**config.mk**
```make
export PLATFORM = sky130hd
export DESIGN_NAME = power_mode_controller
export DESIGN_NICKNAME = d
export VERILOG_FILES = /design/src/pmc_pkg.sv /design/src/pmc_sw_if.sv /design/src/power_mode_controller.sv /design/src/pmc_ctl_regs.sv
export SDC_FILE = /design/constraint.sdc
export NUM_CORES = 1
export LEC_CHECK = 0
export ABC_AREA = 1
export ABC_CLOCK_PERIOD_IN_PS = 2200
export BUFFER_PORTS_ARGS = -buffer_cell sky130_fd_sc_hd__buf_2
export CORE_MARGIN = 8
export CORE_UTILIZATION = 47
export CTS_CLUSTER_DIAMETER = 30
export DETAILED_ROUTE_END_ITERATION = 8
export MAX_ROUTING_LAYER = met4
export PLACE_DENSITY_LB_ADDON = 0.25
export SKIP_LAST_GASP = 1
export SYNTH_ARGS = -nofsm -noshare
export SYNTH_HDL_FRONTEND = slang
export SYNTH_HIERARCHICAL = 1
export SYNTH_SLANG_ARGS = --single-unit
```
**constraint.sdc**
```tcl
create_clock -name clk_sys_i -period 2.2 [get_ports clk_sys_i]
set_input_delay 0.44 -clock clk_sys_i [delete_from_list [all_inputs] [get_ports clk_sys_i]]
set_output_delay 0.44 -clock clk_sys_i [all_outputs]
set_load 0.01 [all_outputs]
```
**src/pmc_pkg.sv**
```systemverilog
// Notes on behaviour
// - active: pll on but bypassed, core and system clocks at input rate
// - active: dma into suitably configured l1 memories is granted
// - pll off allowed in active; full-on or sleep refused until re-enabled
// - sleep: core clock stopped, pll and system clock keep running
// - wake from sleep: bypass clear gives full-on, bypass set gives active
// - sleep: system dma requests to l1 are not granted
// - deep sleep: core clock and synchronous peripheral clock stopped
// - deep sleep: async peripherals blocked from internal and external
// - deep sleep left only by reset or rtc interrupt
// - rtc interrupt in deep sleep moves to active
// - reset in deep sleep moves to full-on
// - regulator field written 00 in full-on or active shuts regulator, removes clocks, hibernate
// - hibernate: external pins three-stated except those kept
// - hibernate left on rtc wakeup or reset pin, regulator restarts
package pmc_pkg;
  typedef enum logic [2:0] {
    FULL_ON,
    ACTIVE,
    SLEEP,
    DEEP_SLEEP,
    HIBERNATE
  } pmode_t;

  typedef enum logic [1:0] {
    REQ_NONE,
    REQ_FULL_ON,
    REQ_SLEEP,
    REQ_DEEP_SLEEP
  } req_t;

  localparam int          PLL_CONTROL_REG_W     = 16;
  localparam int          PLL_BYP_BIT   = 8;
  localparam int          PLL_OFF_BIT   = 1;
  localparam logic [15:0] PLL_CONTROL_REG_RST   = 16'h0000;
  localparam int          REGULATOR_CONTROL_REG_W      = 16;
  localparam int          VR_REGULATOR_FIELD_A_LO    = 0;
  localparam logic [1:0]  VR_REGULATOR_FIELD_A_OFF   = 2'h0;
  localparam logic [15:0] REGULATOR_CONTROL_REG_RST    = 16'h0003;
  localparam int          PIN_W         = 8;
endpackage

```
**src/pmc_sw_if.sv**
```systemverilog
`timescale 1ns/1ps
interface pmc_sw_if;
  logic                               pll_wr;
  logic [pmc_pkg::PLL_CONTROL_REG_W-1:0]      pll_wdata;
  logic                               vr_wr;
  logic [pmc_pkg::REGULATOR_CONTROL_REG_W-1:0]       vr_wdata;
  logic [pmc_pkg::PLL_CONTROL_REG_W-1:0]      pll_q;
  logic [pmc_pkg::REGULATOR_CONTROL_REG_W-1:0]       vr_q;
  modport ctl (input pll_wr, pll_wdata, vr_wr, vr_wdata,
               output pll_q, vr_q);
  modport src (output pll_wr, pll_wdata, vr_wr, vr_wdata,
               input pll_q, vr_q);
endinterface

```
**src/power_mode_controller.sv**
```systemverilog
`timescale 1ns/1ps
module power_mode_controller (
  input  wire logic                          clk_sys_i,
  input  wire logic                          rst_b_i,
  input  wire logic                          reset_pin_i,
  input  wire logic                          rtc_irq_i,
  input  wire logic                          wake_i,
  input  wire logic                          pll_wr_i,
  input  wire logic [pmc_pkg::PLL_CONTROL_REG_W-1:0] pll_wdata_i,
  input  wire logic                          vr_wr_i,
  input  wire logic [pmc_pkg::REGULATOR_CONTROL_REG_W-1:0]  vr_wdata_i,
  input  wire pmc_pkg::req_t                 mode_req_i,
  input  wire logic                          dma_l1_req_i,
  input  wire logic                          dma_l1_cfg_ok_i,
  input  wire logic                          async_acc_req_i,
  input  wire logic [pmc_pkg::PIN_W-1:0]     pin_oe_i,
  input  wire logic [pmc_pkg::PIN_W-1:0]     pin_keep_i,
  output logic [pmc_pkg::PLL_CONTROL_REG_W-1:0]      pll_control_reg_o,
  output logic [pmc_pkg::REGULATOR_CONTROL_REG_W-1:0]       regulator_control_reg_o,
  output pmc_pkg::pmode_t                    mode_o,
  output logic                               pll_en_o,
  output logic                               pll_bypass_o,
  output logic                               core_clk_en_o,
  output logic                               sys_clk_en_o,
  output logic                               regulator_on_o,
  output logic                               dma_l1_gnt_o,
  output logic                               async_acc_gnt_o,
  output logic                               req_refused_o,
  output logic [pmc_pkg::PIN_W-1:0]          pin_oe_o
);
  pmc_sw_if sw ();
  assign sw.pll_wr    = pll_wr_i;
  assign sw.pll_wdata = pll_wdata_i;
  assign sw.vr_wr     = vr_wr_i;
  assign sw.vr_wdata  = vr_wdata_i;

  pmc_ctl_regs u_regs (
    .clk_sys_i (clk_sys_i),
    .rst_b_i   (rst_b_i),
    .sw        (sw)
  );

  // pin synchronisers
  logic [2:0] sync1_r;
  logic [2:0] sync2_r;
  always_ff @(posedge clk_sys_i or negedge rst_b_i) begin
    if (!rst_b_i) begin
      sync1_r <= 3'h0;
      sync2_r <= 3'h0;
    end else begin
      sync1_r <= {reset_pin_i, rtc_irq_i, wake_i};
      sync2_r <= sync1_r;
    end
  end

  wire rst_pin_s = sync2_r[2];
  wire rtc_s     = sync2_r[1];
  wire wake_s    = sync2_r[0];

  wire pll_off    = sw.pll_q[pmc_pkg::PLL_OFF_BIT];
  wire pll_bypass = sw.pll_q[pmc_pkg::PLL_BYP_BIT];
  wire [1:0] vr_regulator_field_a = sw.vr_q[pmc_pkg::VR_REGULATOR_FIELD_A_LO +: 2];
  wire hib_cmd    = vr_wr_i &&
                    vr_wdata_i[pmc_pkg::VR_REGULATOR_FIELD_A_LO +: 2] ==
                    pmc_pkg::VR_REGULATOR_FIELD_A_OFF;

  pmc_pkg::pmode_t mode_r;
  pmc_pkg::pmode_t mode_nxt;
  logic            refused_r;
  logic            refused_nxt;

  wire want_fast = mode_req_i == pmc_pkg::REQ_FULL_ON ||
                   mode_req_i == pmc_pkg::REQ_SLEEP;
  wire refuse    = mode_r == pmc_pkg::ACTIVE && want_fast && pll_off;

  // a regulator-off write wins over any pending mode request
  always_comb begin
    mode_nxt    = mode_r;
    refused_nxt = 1'b0;
    unique case (mode_r)
      pmc_pkg::FULL_ON, pmc_pkg::ACTIVE: begin
        if (hib_cmd) begin
          mode_nxt = pmc_pkg::HIBERNATE;
        end else if (refuse) begin
          refused_nxt = 1'b1;
        end else if (mode_req_i == pmc_pkg::REQ_SLEEP) begin
          mode_nxt = pmc_pkg::SLEEP;
        end else if (mode_req_i == pmc_pkg::REQ_DEEP_SLEEP) begin
          mode_nxt = pmc_pkg::DEEP_SLEEP;
        end else if (mode_req_i == pmc_pkg::REQ_FULL_ON &&
                     !pll_bypass) begin
          mode_nxt = pmc_pkg::FULL_ON;
        end else if (mode_r == pmc_pkg::FULL_ON && pll_bypass) begin
          mode_nxt = pmc_pkg::ACTIVE;
        end
      end
      pmc_pkg::SLEEP: begin
        if (wake_s || rtc_s) begin
          mode_nxt = pll_bypass ? pmc_pkg::ACTIVE : pmc_pkg::FULL_ON;
        end
      end
      pmc_pkg::DEEP_SLEEP: begin
        if (rst_pin_s) begin
          mode_nxt = pmc_pkg::FULL_ON;
        end else if (rtc_s) begin
          mode_nxt = pmc_pkg::ACTIVE;
        end
      end
      pmc_pkg::HIBERNATE: begin
        if (rst_pin_s || rtc_s) begin
          mode_nxt = pmc_pkg::FULL_ON;
        end
      end
    endcase
  end

  always_ff @(posedge clk_sys_i or negedge rst_b_i) begin
    if (!rst_b_i) begin
      mode_r    <= pmc_pkg::FULL_ON;
      refused_r <= 1'b0;
    end else begin
      mode_r    <= mode_nxt;
      refused_r <= refused_nxt;
    end
  end

  wire in_full  = mode_r == pmc_pkg::FULL_ON;
  wire in_act   = mode_r == pmc_pkg::ACTIVE;
  wire in_sleep = mode_r == pmc_pkg::SLEEP;
  wire in_hib   = mode_r == pmc_pkg::HIBERNATE;
  wire in_deep  = mode_r == pmc_pkg::DEEP_SLEEP;

  // clock, supply, grant and pin controls decoded from the mode
  assign mode_o          = mode_r;
  assign pll_control_reg_o       = sw.pll_q;
  assign regulator_control_reg_o        = sw.vr_q;
  assign req_refused_o   = refused_r;
  assign pll_en_o        = in_full || in_sleep ||
                           (in_act && !pll_off);
  assign pll_bypass_o    = in_act;
  assign core_clk_en_o   = in_full || in_act;
  assign sys_clk_en_o    = in_full || in_act || in_sleep;
  assign regulator_on_o  = !in_hib;
  assign dma_l1_gnt_o    = dma_l1_req_i && dma_l1_cfg_ok_i &&
                           (in_act || in_full);
  assign async_acc_gnt_o = async_acc_req_i && (in_full || in_act);
  assign pin_oe_o        = in_hib ? (pin_oe_i & pin_keep_i)
                                  : pin_oe_i;

  // hibernate is only reached through a regulator-off write
  unused_vr_regulator_field_a_a: assert property (@(posedge clk_sys_i)
    disable iff (!rst_b_i) in_hib |-> vr_regulator_field_a == pmc_pkg::VR_REGULATOR_FIELD_A_OFF ||
    $past(in_hib))
    else $error("hibernate without regulator command");

  hib_entry_a: assert property (@(posedge clk_sys_i)
    disable iff (!rst_b_i) ((in_full || in_act) && hib_cmd) |=> in_hib)
    else $error("regulator-off write did not hibernate");

  act_clocks_a: assert property (@(posedge clk_sys_i)
    disable iff (!rst_b_i) in_act |-> pll_bypass_o && core_clk_en_o &&
    sys_clk_en_o)
    else $error("active clocks wrong");

  act_pll_a: assert property (@(posedge clk_sys_i)
    disable iff (!rst_b_i) in_act |-> pll_en_o == !pll_off)
    else $error("active pll enable wrong");

  act_dma_a: assert property (@(posedge clk_sys_i)
    disable iff (!rst_b_i) (in_act && dma_l1_req_i && dma_l1_cfg_ok_i) |->
    dma_l1_gnt_o)
    else $error("active dma not granted");

  full_pll_a: assert property (@(posedge clk_sys_i)
    disable iff (!rst_b_i) in_full |-> pll_en_o && !pll_bypass_o)
    else $error("full-on pll wrong");

  sleep_clk_a: assert property (@(posedge clk_sys_i)
    disable iff (!rst_b_i) in_sleep |-> !core_clk_en_o && sys_clk_en_o &&
    pll_en_o && !dma_l1_gnt_o)
    else $error("sleep clocks or dma wrong");

  refuse_hold_a: assert property (@(posedge clk_sys_i)
    disable iff (!rst_b_i) (in_act && pll_off && want_fast && !hib_cmd)
    |=> in_act && req_refused_o)
    else $error("refused request moved mode");

  // wake target follows the bypass bit seen on the wake edge
  sleep_wake_a: assert property (@(posedge clk_sys_i)
    disable iff (!rst_b_i) (in_sleep && wake_s) |=>
    mode_r == ($past(pll_bypass) ? pmc_pkg::ACTIVE : pmc_pkg::FULL_ON))
    else $error("sleep wake target wrong");

  deep_gate_a: assert property (@(posedge clk_sys_i)
    disable iff (!rst_b_i) in_deep |-> !core_clk_en_o && !sys_clk_en_o &&
    !async_acc_gnt_o && !dma_l1_gnt_o)
    else $error("deep sleep gating wrong");

  deep_exit_a: assert property (@(posedge clk_sys_i)
    disable iff (!rst_b_i) (mode_r == pmc_pkg::DEEP_SLEEP && !rst_pin_s &&
    !rtc_s) |=> mode_r == pmc_pkg::DEEP_SLEEP)
    else $error("deep sleep left without cause");

  deep_rtc_a: assert property (@(posedge clk_sys_i)
    disable iff (!rst_b_i) (mode_r == pmc_pkg::DEEP_SLEEP && rtc_s &&
    !rst_pin_s) |=> in_act)
    else $error("rtc from deep sleep not active");

  deep_rst_a: assert property (@(posedge clk_sys_i)
    disable iff (!rst_b_i) (mode_r == pmc_pkg::DEEP_SLEEP && rst_pin_s)
    |=> in_full)
    else $error("reset from deep sleep not full-on");

  // kept pins alone may stay driven while the core supply is off
  hib_pins_a: assert property (@(posedge clk_sys_i)
    disable iff (!rst_b_i) in_hib |-> !regulator_on_o && !sys_clk_en_o &&
    (pin_oe_o & ~pin_keep_i) == '0)
    else $error("hibernate outputs wrong");

  hib_wake_a: assert property (@(posedge clk_sys_i)
    disable iff (!rst_b_i) (in_hib && (rst_pin_s || rtc_s)) |=>
    regulator_on_o)
    else $error("regulator not restarted");
endmodule

```
**src/pmc_ctl_regs.sv**
```systemverilog
`timescale 1ns/1ps
module pmc_ctl_regs (
  input  wire logic clk_sys_i,
  input  wire logic rst_b_i,
  pmc_sw_if.ctl     sw
);
  logic [pmc_pkg::PLL_CONTROL_REG_W-1:0] pll_r;
  logic [pmc_pkg::REGULATOR_CONTROL_REG_W-1:0]  vr_r;

  always_ff @(posedge clk_sys_i or negedge rst_b_i) begin
    if (!rst_b_i) begin
      pll_r <= pmc_pkg::PLL_CONTROL_REG_RST;
      vr_r  <= pmc_pkg::REGULATOR_CONTROL_REG_RST;
    end else begin
      if (sw.pll_wr) begin
        pll_r <= sw.pll_wdata;
      end
      if (sw.vr_wr) begin
        vr_r <= sw.vr_wdata;
      end
    end
  end

  assign sw.pll_q = pll_r;
  assign sw.vr_q  = vr_r;
endmodule

```
==> results of run 1 <==
## flip-flops by register name, indices dropped and copies added, names as in the netlist
name	cells
u_regs/sw.pll_q	16
req_refused_o	1
sync2_r	3
u_regs/sw.vr_q	16
sync1_r	3
mode_o	3
## cell type report
class	instances	area, sq um
Multi-Input combinational cell	156	703
Clock inverter	2	12.5
Timing Repair Buffer	112	578
Tap cell	50	62.6
Inverter	20	87.6
Fill cell	365	1420
Clock buffer	6	82.6
Sequential cell	42	1050
## worst max-delay path, cell delays in order, from the launching register on
cell and delay, ns:
dfrtp_1 0.46, nor2_2 0.17, nand2_2 0.16, o21a_1 0.21, buf_2 0.13
## where the power goes
| part | internal, uW | leakage (uW) | switching (uW) |
|---|---|---|---|
| combinational | 256 | 0.000990 | 370 |
| sequential | 854 | 0.000509 | 79.5 |
| clock | 252 | 0.0000472 | 260 |
| total | 1360 | 0.00155 | 710 |
## per-stage QoR
| stage | power (uW) | utilization [%] |
|---|---|---|
| floorplan | 1330 | - |
| global placement | 1560 | 62.1 |
| detailed placement | 1590 | 62.1 |
| CTS | 2100 | 64.5 |
| global route | 2200 | 64.5 |
| finish | 2070 | 64.5 |
## cell families after synthesis
logic type                 after synthesis  synth area share (%)
adders and majority gates                3                  1.93
DFF                                     42                  54.3
AOI/OAI and AO/OA                       12                  4.38
buffers and inverters                   28                  9.48
and+or+nand+nor                        141                  29.9
## synthesized netlist by cell type
master / n / area share, %
clkinv_1: 2 / 0.39
nor2_2: 3 / 0.97
a21oi_1: 1 / 0.26
inv_6: 1 / 0.45
nand3_1: 5 / 1.3
ha_1: 3 / 1.9
o32ai_1: 1 / 0.45
inv_8: 1 / 0.58
buf_6: 6 / 3.5
o21ai_0: 1 / 0.26
o22ai_1: 1 / 0.32
inv_1: 15 / 2.9
o21a_1: 8 / 3.1
nand2_2: 10 / 3.2
inv_2: 1 / 0.19
clkbuf_8: 1 / 0.71
nand2_1: 112 / 22
dfrtp_1: 40 / 52
nand4_1: 2 / 0.64
buf_8: 1 / 0.77
nor2_1: 8 / 1.5
nor2_4: 1 / 0.58
dfstp_2: 2 / 2.7
## how the worst min path moves through the flow
stage,cells past startpoint,end,startpoint
final,2,u_regs/sw.pll_q[3],rst_b_i
after global routing,2,u_regs/sw.pll_q[4],rst_b_i
after CTS,2,u_regs/sw.vr_q[5],rst_b_i
after detailed placement,0,sync2_r[2],sync1_r[2]
after global placement,0,sync2_r[0],sync1_r[0]
after floorplan,0,mode_o[0],rst_b_i
## layout by cell type, fill, tap and decap left out
cell type   netlist  final
buf_12            0      1
dfstp_2           2      2
inv_6             1      1
clkinv_1          2      2
nor2_4            1      1
o21a_1            8      8
nand2_1         112    112
clkbuf_8          1      6
o32ai_1           1      1
buf_4             0      1
clkinv_2          0      1
buf_2             0    110
nor2_2            3      3
dfrtp_1          40     40
nand4_1           2      2
inv_2             1      1
inv_1            15     15
nor2_1            8      8
nand2_2          10     10
o21ai_0           1      1
o22ai_1           1      1
inv_8             1      1
ha_1              3      3
a21oi_1           1      1
clkinvlp_4        0      1
nand3_1           5      5
## layer usage
metal	routed length [um]	vias up	global-route usage [%]
met1	1990	779	16.8
met2	2610	66	27.7
li1	-	901	-
met4	51	0	4.91
met3	419	4	4.69
met5	0	-	-
==> results.md, run 1 <==
* Detailed Route Iter0 Violations at 64
* Remaining DRCs at 0
* Diodes inserted at 0
* Htree depth at 2
* TritonCTS Buffers at 5
* Fin area at 2580 sq um
* Setup WS post-layout at 0.340 ns
* Initial Util at 48.5%
* Vias in the first global route at 1728
* Period Utilization, post-route at 84.6%
* Wire per inst at 13.1 um
* Synthesis-stage register bit count at 42
* Distinct cells, synth at 23
* Dpl cells at 380
* Reg-to-reg slack, setup at 0.87 ns
* Post-cts resize count at 0
* Final estimated routing congestion in global placement at 0.815
* Unrepaired setup endpoints after global routing: no
* Mapped Nets at 289
* DRT Pass-1 Iters at 4
* Seq/Total Area, Yosys at 54.3%
* Share of layout cells above drive strength 1 at 41.1%
* Synthesis-to-finish area growth at 32.9%
* Clk sinks at 42
* Nets@finish at 400
* Clk_skew at 0.00331 ns
* Initial antenna violation count at 0
* Post-CTS Setup Bufs at 0
* Slew @ Worst Pin at 0.348 ns
* First-pass GRT wire length at 7.85 mm
* Type of the worst min-delay path: input pin to asynchronous set/reset pin
* Hold slack at 0.101 ns
* Yosys warns at 6
* Hold_buf cts at 0
* Crit start category: flop
* Critical path startpoint: mode_o[1]
* Mean post-synth cell area at 8.59 sq um
* Final setup vio count at 0
* DP Area at 2480 sq um
* I/O Buffers at 110
* Largest net degree at the start of global routing at 43
* Pwr/cell area at 803 nW/um^2
* Die Width at 80.3 um
* Post-DP HPWL at 3.98 mm
* Worst Path Required at 1.76 ns
* Final std cells w/o fill at 388
* Cell count after synthesis at 226
* Clk slew on worst S/H paths at 0.08 ns
* Maximum vdd drop at 0.000564 V
* Post-place setup slack at 0.654 ns
* CTS max path bufs at 2
* LEAKAGE at 0.00155 uW
* Root Driver: clkbuf_8
* Max-slew headroom at 76.8%
* Clk Latency, worst-skew pair at 0.29 ns
* Drt total wl at 5.07 mm
* Max Clock Freq at 538 MHz
* Max Cap Viol at 0
* Worst setup EP type: output pin
* Core area at 4000 sq um
* Outcome: completed
* Ports at 111
* Mapped Area at 1940 sq um
* Gr ovfl total at 0
* Crit path kind: flop to output pin
* Num rows at 23
* Die area at 6440 sq um
* Min cycle time layout at 1.86 ns
* Final Hold Viols at 0
* Via-per-instance ratio at 4.51
* Overall routing resource usage at 15.9%
* Post-DRT Antenna Nets at 0
* R2R Path End: mode_o[0]
* DR vias at 1750
* Total negative slack at 0 ns
* CP Max Fanout at 12
* Crit Reg-Reg Startpoint: mode_o[1]
* FF-to-FF path depth at 9
* CTS tree: yes
* Max Slew Vio Count at 0
* Capture point of the critical path: pin_oe_o[5]
* Die Y-Extent at 80.3 um
* Arrival time worst endpoint at 1.42 ns
(Power assumes the default switching activity.)
==> run 2, diff against run 1 <==
ABC_AREA = 0   (was 1)
ABC_CLOCK_PERIOD_IN_PS = 1700   (was 2200)
CORE_UTILIZATION = 39   (was 47)
clock period = 1.7 ns   (was 2.2 ns; I/O delays follow)
==> results.md, run 2 <==
* Total negative slack at -0.590 ns (-0.590 ns)
* Die area at 7460 sq um (+16%)
* Hold slack at 0.161 ns (+0.0601 ns)
* CP Cell Sequence: or3b_4 > o21a_1 > buf_2
* Clk sinks at 42 (unchanged)
* Synthesis-stage register bit count at 42 (unchanged)
* Slew @ Worst Pin at 0.475 ns (+0.127 ns)
* FF-to-FF path depth at 5 (-4)
* Clk_skew at 0.00516 ns (+0.00185 ns)
* Remaining DRCs at 0 (unchanged)
* Crit start category: flop
* Fill cells at 458 (+25%)
* Die Y-Extent at 86.4 um (+7.6%)
* Via-per-instance ratio at 4.61 (+2.3%)
* Mean post-synth cell area at 15.0 sq um (+74%)
* Top-count cell post-synth: dfrtp_1
* Detailed Route Iter0 Violations at 54 (-16%)
* Nets@finish at 310 (-23%)
* Ys async rst share at 100% (unchanged)
* Max Slew Vio Count at 0 (unchanged)
* Num rows at 25 (+8.7%)
* Max Clock Freq at 559 MHz
* Overall routing resource usage at 13.3% (-2.6 points)
* Initial antenna violation count at 0 (unchanged)
* Wire per inst at 15.6 um (+19%)
* I/O Buffers at 110 (unchanged)
* DR vias at 1453 (-17%)
* LEAKAGE at 0.00137 uW (-11%)
* Commonest non-fill, non-tap cell in the layout: buf_2
* Commonest non-fill, non-tap cells in the layout: buf_2 (110), dfrtp_1 (40), mux2_4 (20), mux2_2 (14), o21a_1 (9)
* Root Driver: clkbuf_8
* Max-slew headroom at 68.3% (-8.4 points)
* TritonCTS Buffers at 5 (unchanged)
* Htree depth at 2 (unchanged)
* Die Width at 86.4 um (+7.6%)
* Mapped Area at 1930 sq um (-0.45%)
* Final setup vio count at 8 (+8)
* Cell count after synthesis at 129 (-43%)
* Gr ovfl total at 0 (unchanged)
* Max Cap Viol at 0 (unchanged)
* Mapped Nets at 192 (-34%)
* Top-area cell type share of the netlist area at 51.8% (+0.23 points)
* Share of layout cells above drive strength 1 at 67.7% (+27 points)
* Worst setup EP type: output pin
* Clk Latency, worst-skew pair at 0.28 ns (about the same)
* Synthesis-to-finish area growth at 38.1%
* R2R Path End: mode_o[1]
* CTS max path bufs at 2 (unchanged)
* Type of the worst min-delay path: input pin to flop
* Drt total wl at 4.91 mm (-3.3%)
* First-pass GRT wire length at 7.55 mm (-3.9%)
* Initial Util at 40.6% (-7.9 points)
* DP Area at 2530 sq um (+1.8%)
* Crit Reg-Reg Startpoint: mode_o[1]
* Pwr/cell area at 978 nW/um^2 (+22%)
* Worst Path Required at 1.36 ns (-0.40 ns)
* Post-synth EDFFs at 0 (unchanged)
* Most frequent cells after synthesis: dfrtp_1 (40), mux2_4 (20), mux2_2 (14), o21a_1 (9), nor2_1 (6)
* Largest net degree at the start of global routing at 26 (-40%)
* Final estimated routing congestion in global placement at 0.745 (-8.6%)
* Primary FF master, synth: dfrtp_1
* CP max stage delay at 0.44 ns (-0.02 ns)
* Clk slew on worst S/H paths at 0.07 ns (about the same)
* Post-DRT Antenna Nets at 0 (unchanged)
* Setup WS post-layout at -0.0898 ns (-0.430 ns)
* Min-delay src: rtc_irq_i
* Outcome: complete, but fails checks
* Maximum vdd drop at 0.000448 V (-21%)
* Core area at 4750 sq um (+19%)
* Synth area leader: dfrtp_1
* Distinct cells, synth at 32 (+39%)
* Unrepaired setup endpoints after global routing: yes
* Period Utilization, post-route at 105%
* Crit path kind: flop to output pin
* Min cycle time layout at 1.79 ns
* Vias in the first global route at 1522 (-12%)
* CP Max Fanout at 5 (-7)
* Violated checks: negative setup slack
* Post-DP HPWL at 3.87 mm (-2.7%)
* Synth area leaders: dfrtp_1 (52%), mux2_4 (16%), mux2_2 (8.2%)
* CTS tree: yes
* Crit-path slowest cell: or3b_4
* DRT Pass-1 Iters at 4 (unchanged)
* Seq/Total Area, Yosys at 54.5% (+0.25 points)
* Reg-to-reg slack, setup at 0.09 ns (-0.78 ns)
* Fin area at 2670 sq um (+3.4%)
* Final Hold Viols at 0 (unchanged)
* Hold EP: sync1_r[1]
* Arrival time worst endpoint at 1.45 ns (+0.03 ns)
* Diodes inserted at 0 (unchanged)
* Ports at 111 (unchanged)
* Yosys warns at 6 (unchanged)
* WHS Path Cells at 1
-- run 2: critical path: cells and delay by family (launching register included) --
kind	cells	cell delay, ns
buffers and inverters	1	0.14
DFF	1	0.40
AOI/OAI and AO/OA	1	0.20
and+or+nand+nor	1	0.44
-- run 2: how the worst max path moves through the flow --
stage	start	to	slack [ns]	depth (start not counted)
after global routing	mode_o[2]	pin_oe_o[7]	-0.14	3
after detailed placement	mode_o[1]	pin_oe_o[3]	0.19	3
final	mode_o[1]	pin_oe_o[3]	-0.09	3
after global placement	mode_o[1]	pin_oe_o[7]	0.22	3
after floorplan	mode_o[1]	pin_oe_o[0]	0.03	4
after CTS	mode_o[0]	pin_oe_o[7]	-0.1	3
-- run 2: metal layers --
metal,share of wire (%),vias to the layer above,track usage [%]
li1,-,692,-
met1,43,697,15.3
met2,48,55,21.0
met3,7.4,9,4.44
met4,1.7,0,4.85
met5,0,-,-
-- run 2: what timing repair did --
item,in CTS,in global routing
pin swaps,1,4
setup endpoints to repair,10,11
setup buffers,1,0
hold buffers,1,0
hold endpoints to repair,17,0
gates resized for setup,3,2
gates cloned,1,0
-- run 2: final cells by class --
type,instances,area (sq um),area share [%]
clock buffers,7,86.3,3.23
clock inverters,1,5.00,0.188
inverters,2,7.51,0.281
multi-input cells,79,815,30.5
flip-flops and latches,42,1050,39.5
well taps,67,83.8,3.14
repair buffers,117,618,23.2
-- run 2: logic make-up (layout without fill, tap and decap cells) --
kind of cell               count (synthesis)  after routing  share of synthesized area, %
and+or+nand+nor                           20             21                          6.15
DFF                                       42             42                          54.5
muxes                                     34             34                          23.7
AOI/OAI and AO/OA                         21             21                          8.81
adders and majority gates                  3              3                          1.94
buffers and inverters                      9            127                          4.86
-- run 2: metrics by stage --
stage | setup slack, ns | instances | power, uW | util [%]
6_report | -0.0898 | 315 | 2610 | 56.1
5_1_grt | -0.142 | 315 | 2770 | 56.1
4_1_cts | -0.0961 | 315 | 2630 | 55.9
3_5_place_dp | 0.194 | 304 | 1960 | 53.2
3_3_place_gp | 0.220 | 304 | 1940 | 53.2
2_1_floorplan | 0.0265 | 129 | 1630 | -
-- run 2: report_power, final --
part | internal (uW) | switching, uW | total, uW
clock | 328 | 317 | 644
combinational | 411 | 380 | 791
sequential | 1110 | 63.8 | 1170
total | 1850 | 761 | 2610
==> run 3, diff against run 2 <==
CORE_UTILIZATION = 38   (was 39)
SYNTH_HIERARCHICAL = unset   (was 1)
==> results.md, run 3 <==
* Outcome: complete, but fails checks
* Violated checks: negative setup slack
* Drt total wl at 4.58 mm (-6.7%)
* Largest net degree at the start of global routing at 43 (+65%)
* Yosys warns at 0 (-6)
* Maximum vdd drop at 0.000646 V (+44%)
* Fill cells at 420 (-8.3%)
* Arrival time worst endpoint at 1.52 ns (+0.07 ns)
* Post-place setup slack at -0.170 ns (-0.364 ns)
* Clk_skew at 0.00213 ns (-0.00304 ns)
* Fin area at 2560 sq um (-4.1%)
* Slew @ Worst Pin at 0.512 ns (+0.0372 ns)
* Vias in the first global route at 1603 (+5.3%)
* Post-DP HPWL at 3.69 mm (-4.7%)
* Worst setup EP type: output pin
* CP Max Fanout at 10 (+5)
* Period Utilization, post-route at 110% (+4.3 points)
* DR vias at 1461 (+0.55%)
* Total power at 2800 uW (+7.1%)
* Diodes inserted at 0 (unchanged)
* DRT Pass-1 Iters at 4 (unchanged)
* Die area at 7170 sq um (-3.9%)
* Share of power burned in registers at 41.7% (-3.3 points)
* Die Y-Extent at 84.7 um (-2.0%)
* Num rows at 25 (unchanged)
* Gate power share at 31.0% (+0.7 points)
* Core area at 4630 sq um (-2.6%)
* Synth area leader: dfrtp_1
* Nets@finish at 310 (unchanged)
* First-pass GRT wire length at 7.45 mm (-1.3%)
* Die Width at 84.7 um (-2.0%)
* Crit-path slowest cell: or3b_4
* Reg area at 1050 sq um (unchanged)
* Clk sinks at 42 (unchanged)
* Top-area cell type share of the netlist area at 55.9% (+4.1 points)
* Max Cap Viol at 0 (unchanged)
* Initial antenna violation count at 0 (unchanged)
* Most frequent cells after synthesis: dfrtp_1 (40), mux2_2 (32), o21a_1 (8), nor2_1 (5), nor2b_1 (4)
* Top Family by Delay on Critical Path: simple AND/OR/NAND/NOR gates
* Post-DRT Antenna Nets at 0 (unchanged)
* Pwr/cell area at 1090 nW/um^2 (+12%)
* Wire per inst at 15.2 um (-2.7%)
* Clk slew on worst S/H paths at 0.08 ns (about the same)
* Ys async rst share at 100% (unchanged)
* Htree depth at 2 (unchanged)
* Setup WS post-layout at -0.163 ns (-0.0727 ns)
* FF-to-FF path depth at 6 (+1)
* Crit path kind: flop to output pin
* Clk Latency, worst-skew pair at 0.28 ns (about the same)
* Share of layout cells above drive strength 1 at 65.7% (-2.0 points)
* Commonest non-fill, non-tap cell in the layout: buf_2
* Capture point of the critical path: pin_oe_o[1]
* Seq/Total Area, Yosys at 58.8% (+4.3 points)
* Unrepaired setup endpoints after global routing: yes
* Mapped Nets at 191 (-0.52%)
* Dpl cells at 293 (-3.6%)
* Distinct cells, synth at 32 (unchanged)
* Gr ovfl total at 0 (unchanged)
* Max Clock Freq at 537 MHz (-3.9%)
* Crit Reg-Reg Startpoint: mode_o[1]
* Reg-to-reg slack, setup at 0.10 ns (about the same)
* Final std cells w/o fill at 302 (-4.1%)
* Via-per-instance ratio at 4.84 (+4.9%)
* Clk network pwr share at 27.2% (+2.5 points)
* CP max stage delay at 0.40 ns (-0.04 ns)
* Synthesis-to-finish area growth at 42.9%
* DP Area at 2430 sq um (-3.9%)
* Primary FF master, synth: dfrtp_1
* Final estimated routing congestion in global placement at 0.850 (+14%)
* LEAKAGE at 0.00129 uW (-6.1%)
* Max Slew Vio Count at 0 (unchanged)
* Top-count cell post-synth: dfrtp_1
* Critical path startpoint: mode_o[1]
* Cell count after synthesis at 128 (-0.78%)
* Max-slew headroom at 65.8% (-2.5 points)
* Commonest non-fill, non-tap cells in the layout: buf_2 (110), dfrtp_1 (40), mux2_2 (32), o21a_1 (8), buf_4 (8)
* Root Driver: clkbuf_8
* Final Hold Viols at 0 (unchanged)
* Buf/Inv on CP at 2 (+1)
* Levels on crit path at 4 (+1)
* Crit start category: flop
* Type of the worst min-delay path: input pin to asynchronous set/reset pin
* Final core utilization at 55.3% (-0.83 points)
* Initial Util at 38.7% (-1.9 points)
* R2R Path End: mode_o[1]
* Overall routing resource usage at 13.0% (-0.22 points)
* Switch share at 29.4% (+0.23 points)
* Mapped Area at 1790 sq um (-7.3%)
* CTS max path bufs at 2 (unchanged)
* Psw at 821 uW (+8.0%)
* CP Cell Sequence: or3b_4 > buf_6 > o21a_1 > buf_2
* Remaining DRCs at 0 (unchanged)
* Mean post-synth cell area at 14.0 sq um (-6.5%)
* Internal Power at 1970 uW (+6.8%)
* Multi-input gate area at 699 sq um (-14%)
* Synthesis-stage register bit count at 42 (unchanged)
* Post-synth EDFFs at 0 (unchanged)
* Final setup vio count at 8 (unchanged)
* CTS tree: yes
* Ports at 111 (unchanged)
* Worst Path Required at 1.36 ns (about the same)
* Detailed Route Iter0 Violations at 44 (-19%)
* Min cycle time layout at 1.86 ns (+0.0727 ns)
* Hold_buf cts at 0 (-1)
* I/O Buffers at 110 (unchanged)
* TritonCTS Buffers at 5 (unchanged)
* Synth area leaders: dfrtp_1 (56%), mux2_2 (20%), o21a_1 (3.4%)
==> run 3: changes by cell type in the layout (fill, tap and decap cells not counted), moves of 2 or more <==
cell,change
nor3_1,+2
nor2b_1,+3
buf_4,+3
mux2_4,-20
nand2b_1,-2
mux2_2,+18
==> run 3: layout make-up <==
type                       instances  share of cell area, %
clock inverter                     1                   1.17
sequential                        42                   41.2
inverter                           3                  0.440
tap                               54                   2.64
clock buffer                       7                   2.98
timing repair buffer             119                   24.3
multi-input combinational         76                   27.3
==> run 3: power by group through the flow <==
stage / registers, uW / clock network (uW) / logic [uW]
finish: 1170 / 761 / 867
global route: 1180 / 833 / 956
CTS: 1170 / 797 / 869
floorplan: 1260 / 0 / 394
global placement: 1180 / 0 / 845
detailed placement: 1190 / 0 / 855
==> run 3: routing by layer <==
layer	vias up	GRT usage, %	routed length [um]
met1	691	13.4	1800
met2	72	21.2	2210
met3	4	7.12	530
li1	694	-	-
met4	0	3.56	39
met5	-	-	0
==> run 3: what timing repair did <==
action                     4_1_cts  5_1_grt
gates resized for setup          3        1
setup endpoints to repair       10       11
hold endpoints to repair         0        0
buffers inserted                 1        0
==> run 3: per-stage QoR <==
stage / hold WS [ns] / TNS, ns
final: 0.113 / -1.20
after detailed placement: 0.335 / -0.264
after CTS: 0.130 / -1.33
after floorplan: 0.0444 / 0
after global placement: 0.334 / -0.162
after global routing: 0.138 / -1.74
==> run 3: worst min path at each step <==
stage,from,to,slack (ns),cells past startpoint
floorplan,rst_b_i,mode_o[0],0.04,0
global placement,sync1_r[1],sync2_r[1],0.33,0
detailed placement,sync1_r[0],sync2_r[0],0.33,0
CTS,rst_b_i,sync2_r[2],0.13,2
global route,wake_i,sync1_r[0],0.14,1
finish,rst_b_i,u_regs.sw.pll_q[9],0.11,2
==> run 3: logic make-up (layout without fill, tap and decap cells) <==
group / after synthesis / in the layout / synth area share, %
multiplexers: 34 / 34 / 21.3
flip-flops: 42 / 42 / 58.8
AND/OR/NAND/NOR: 19 / 19 / 6.22
buffers and inverters: 10 / 130 / 2.72
adder cells (fa/ha/maj): 3 / 3 / 2.10
AO/OA/AOI/OAI: 20 / 20 / 8.87
==> run 3: worst register-to-register path, delay by kind of cell (launching register included) <==
family	cells	cell delay (ns)
buffers and inverters	2	0.28
muxes	1	0.28
DFF	1	0.38
and+or+nand+nor	2	0.47
AOI/OAI and AO/OA	1	0.08
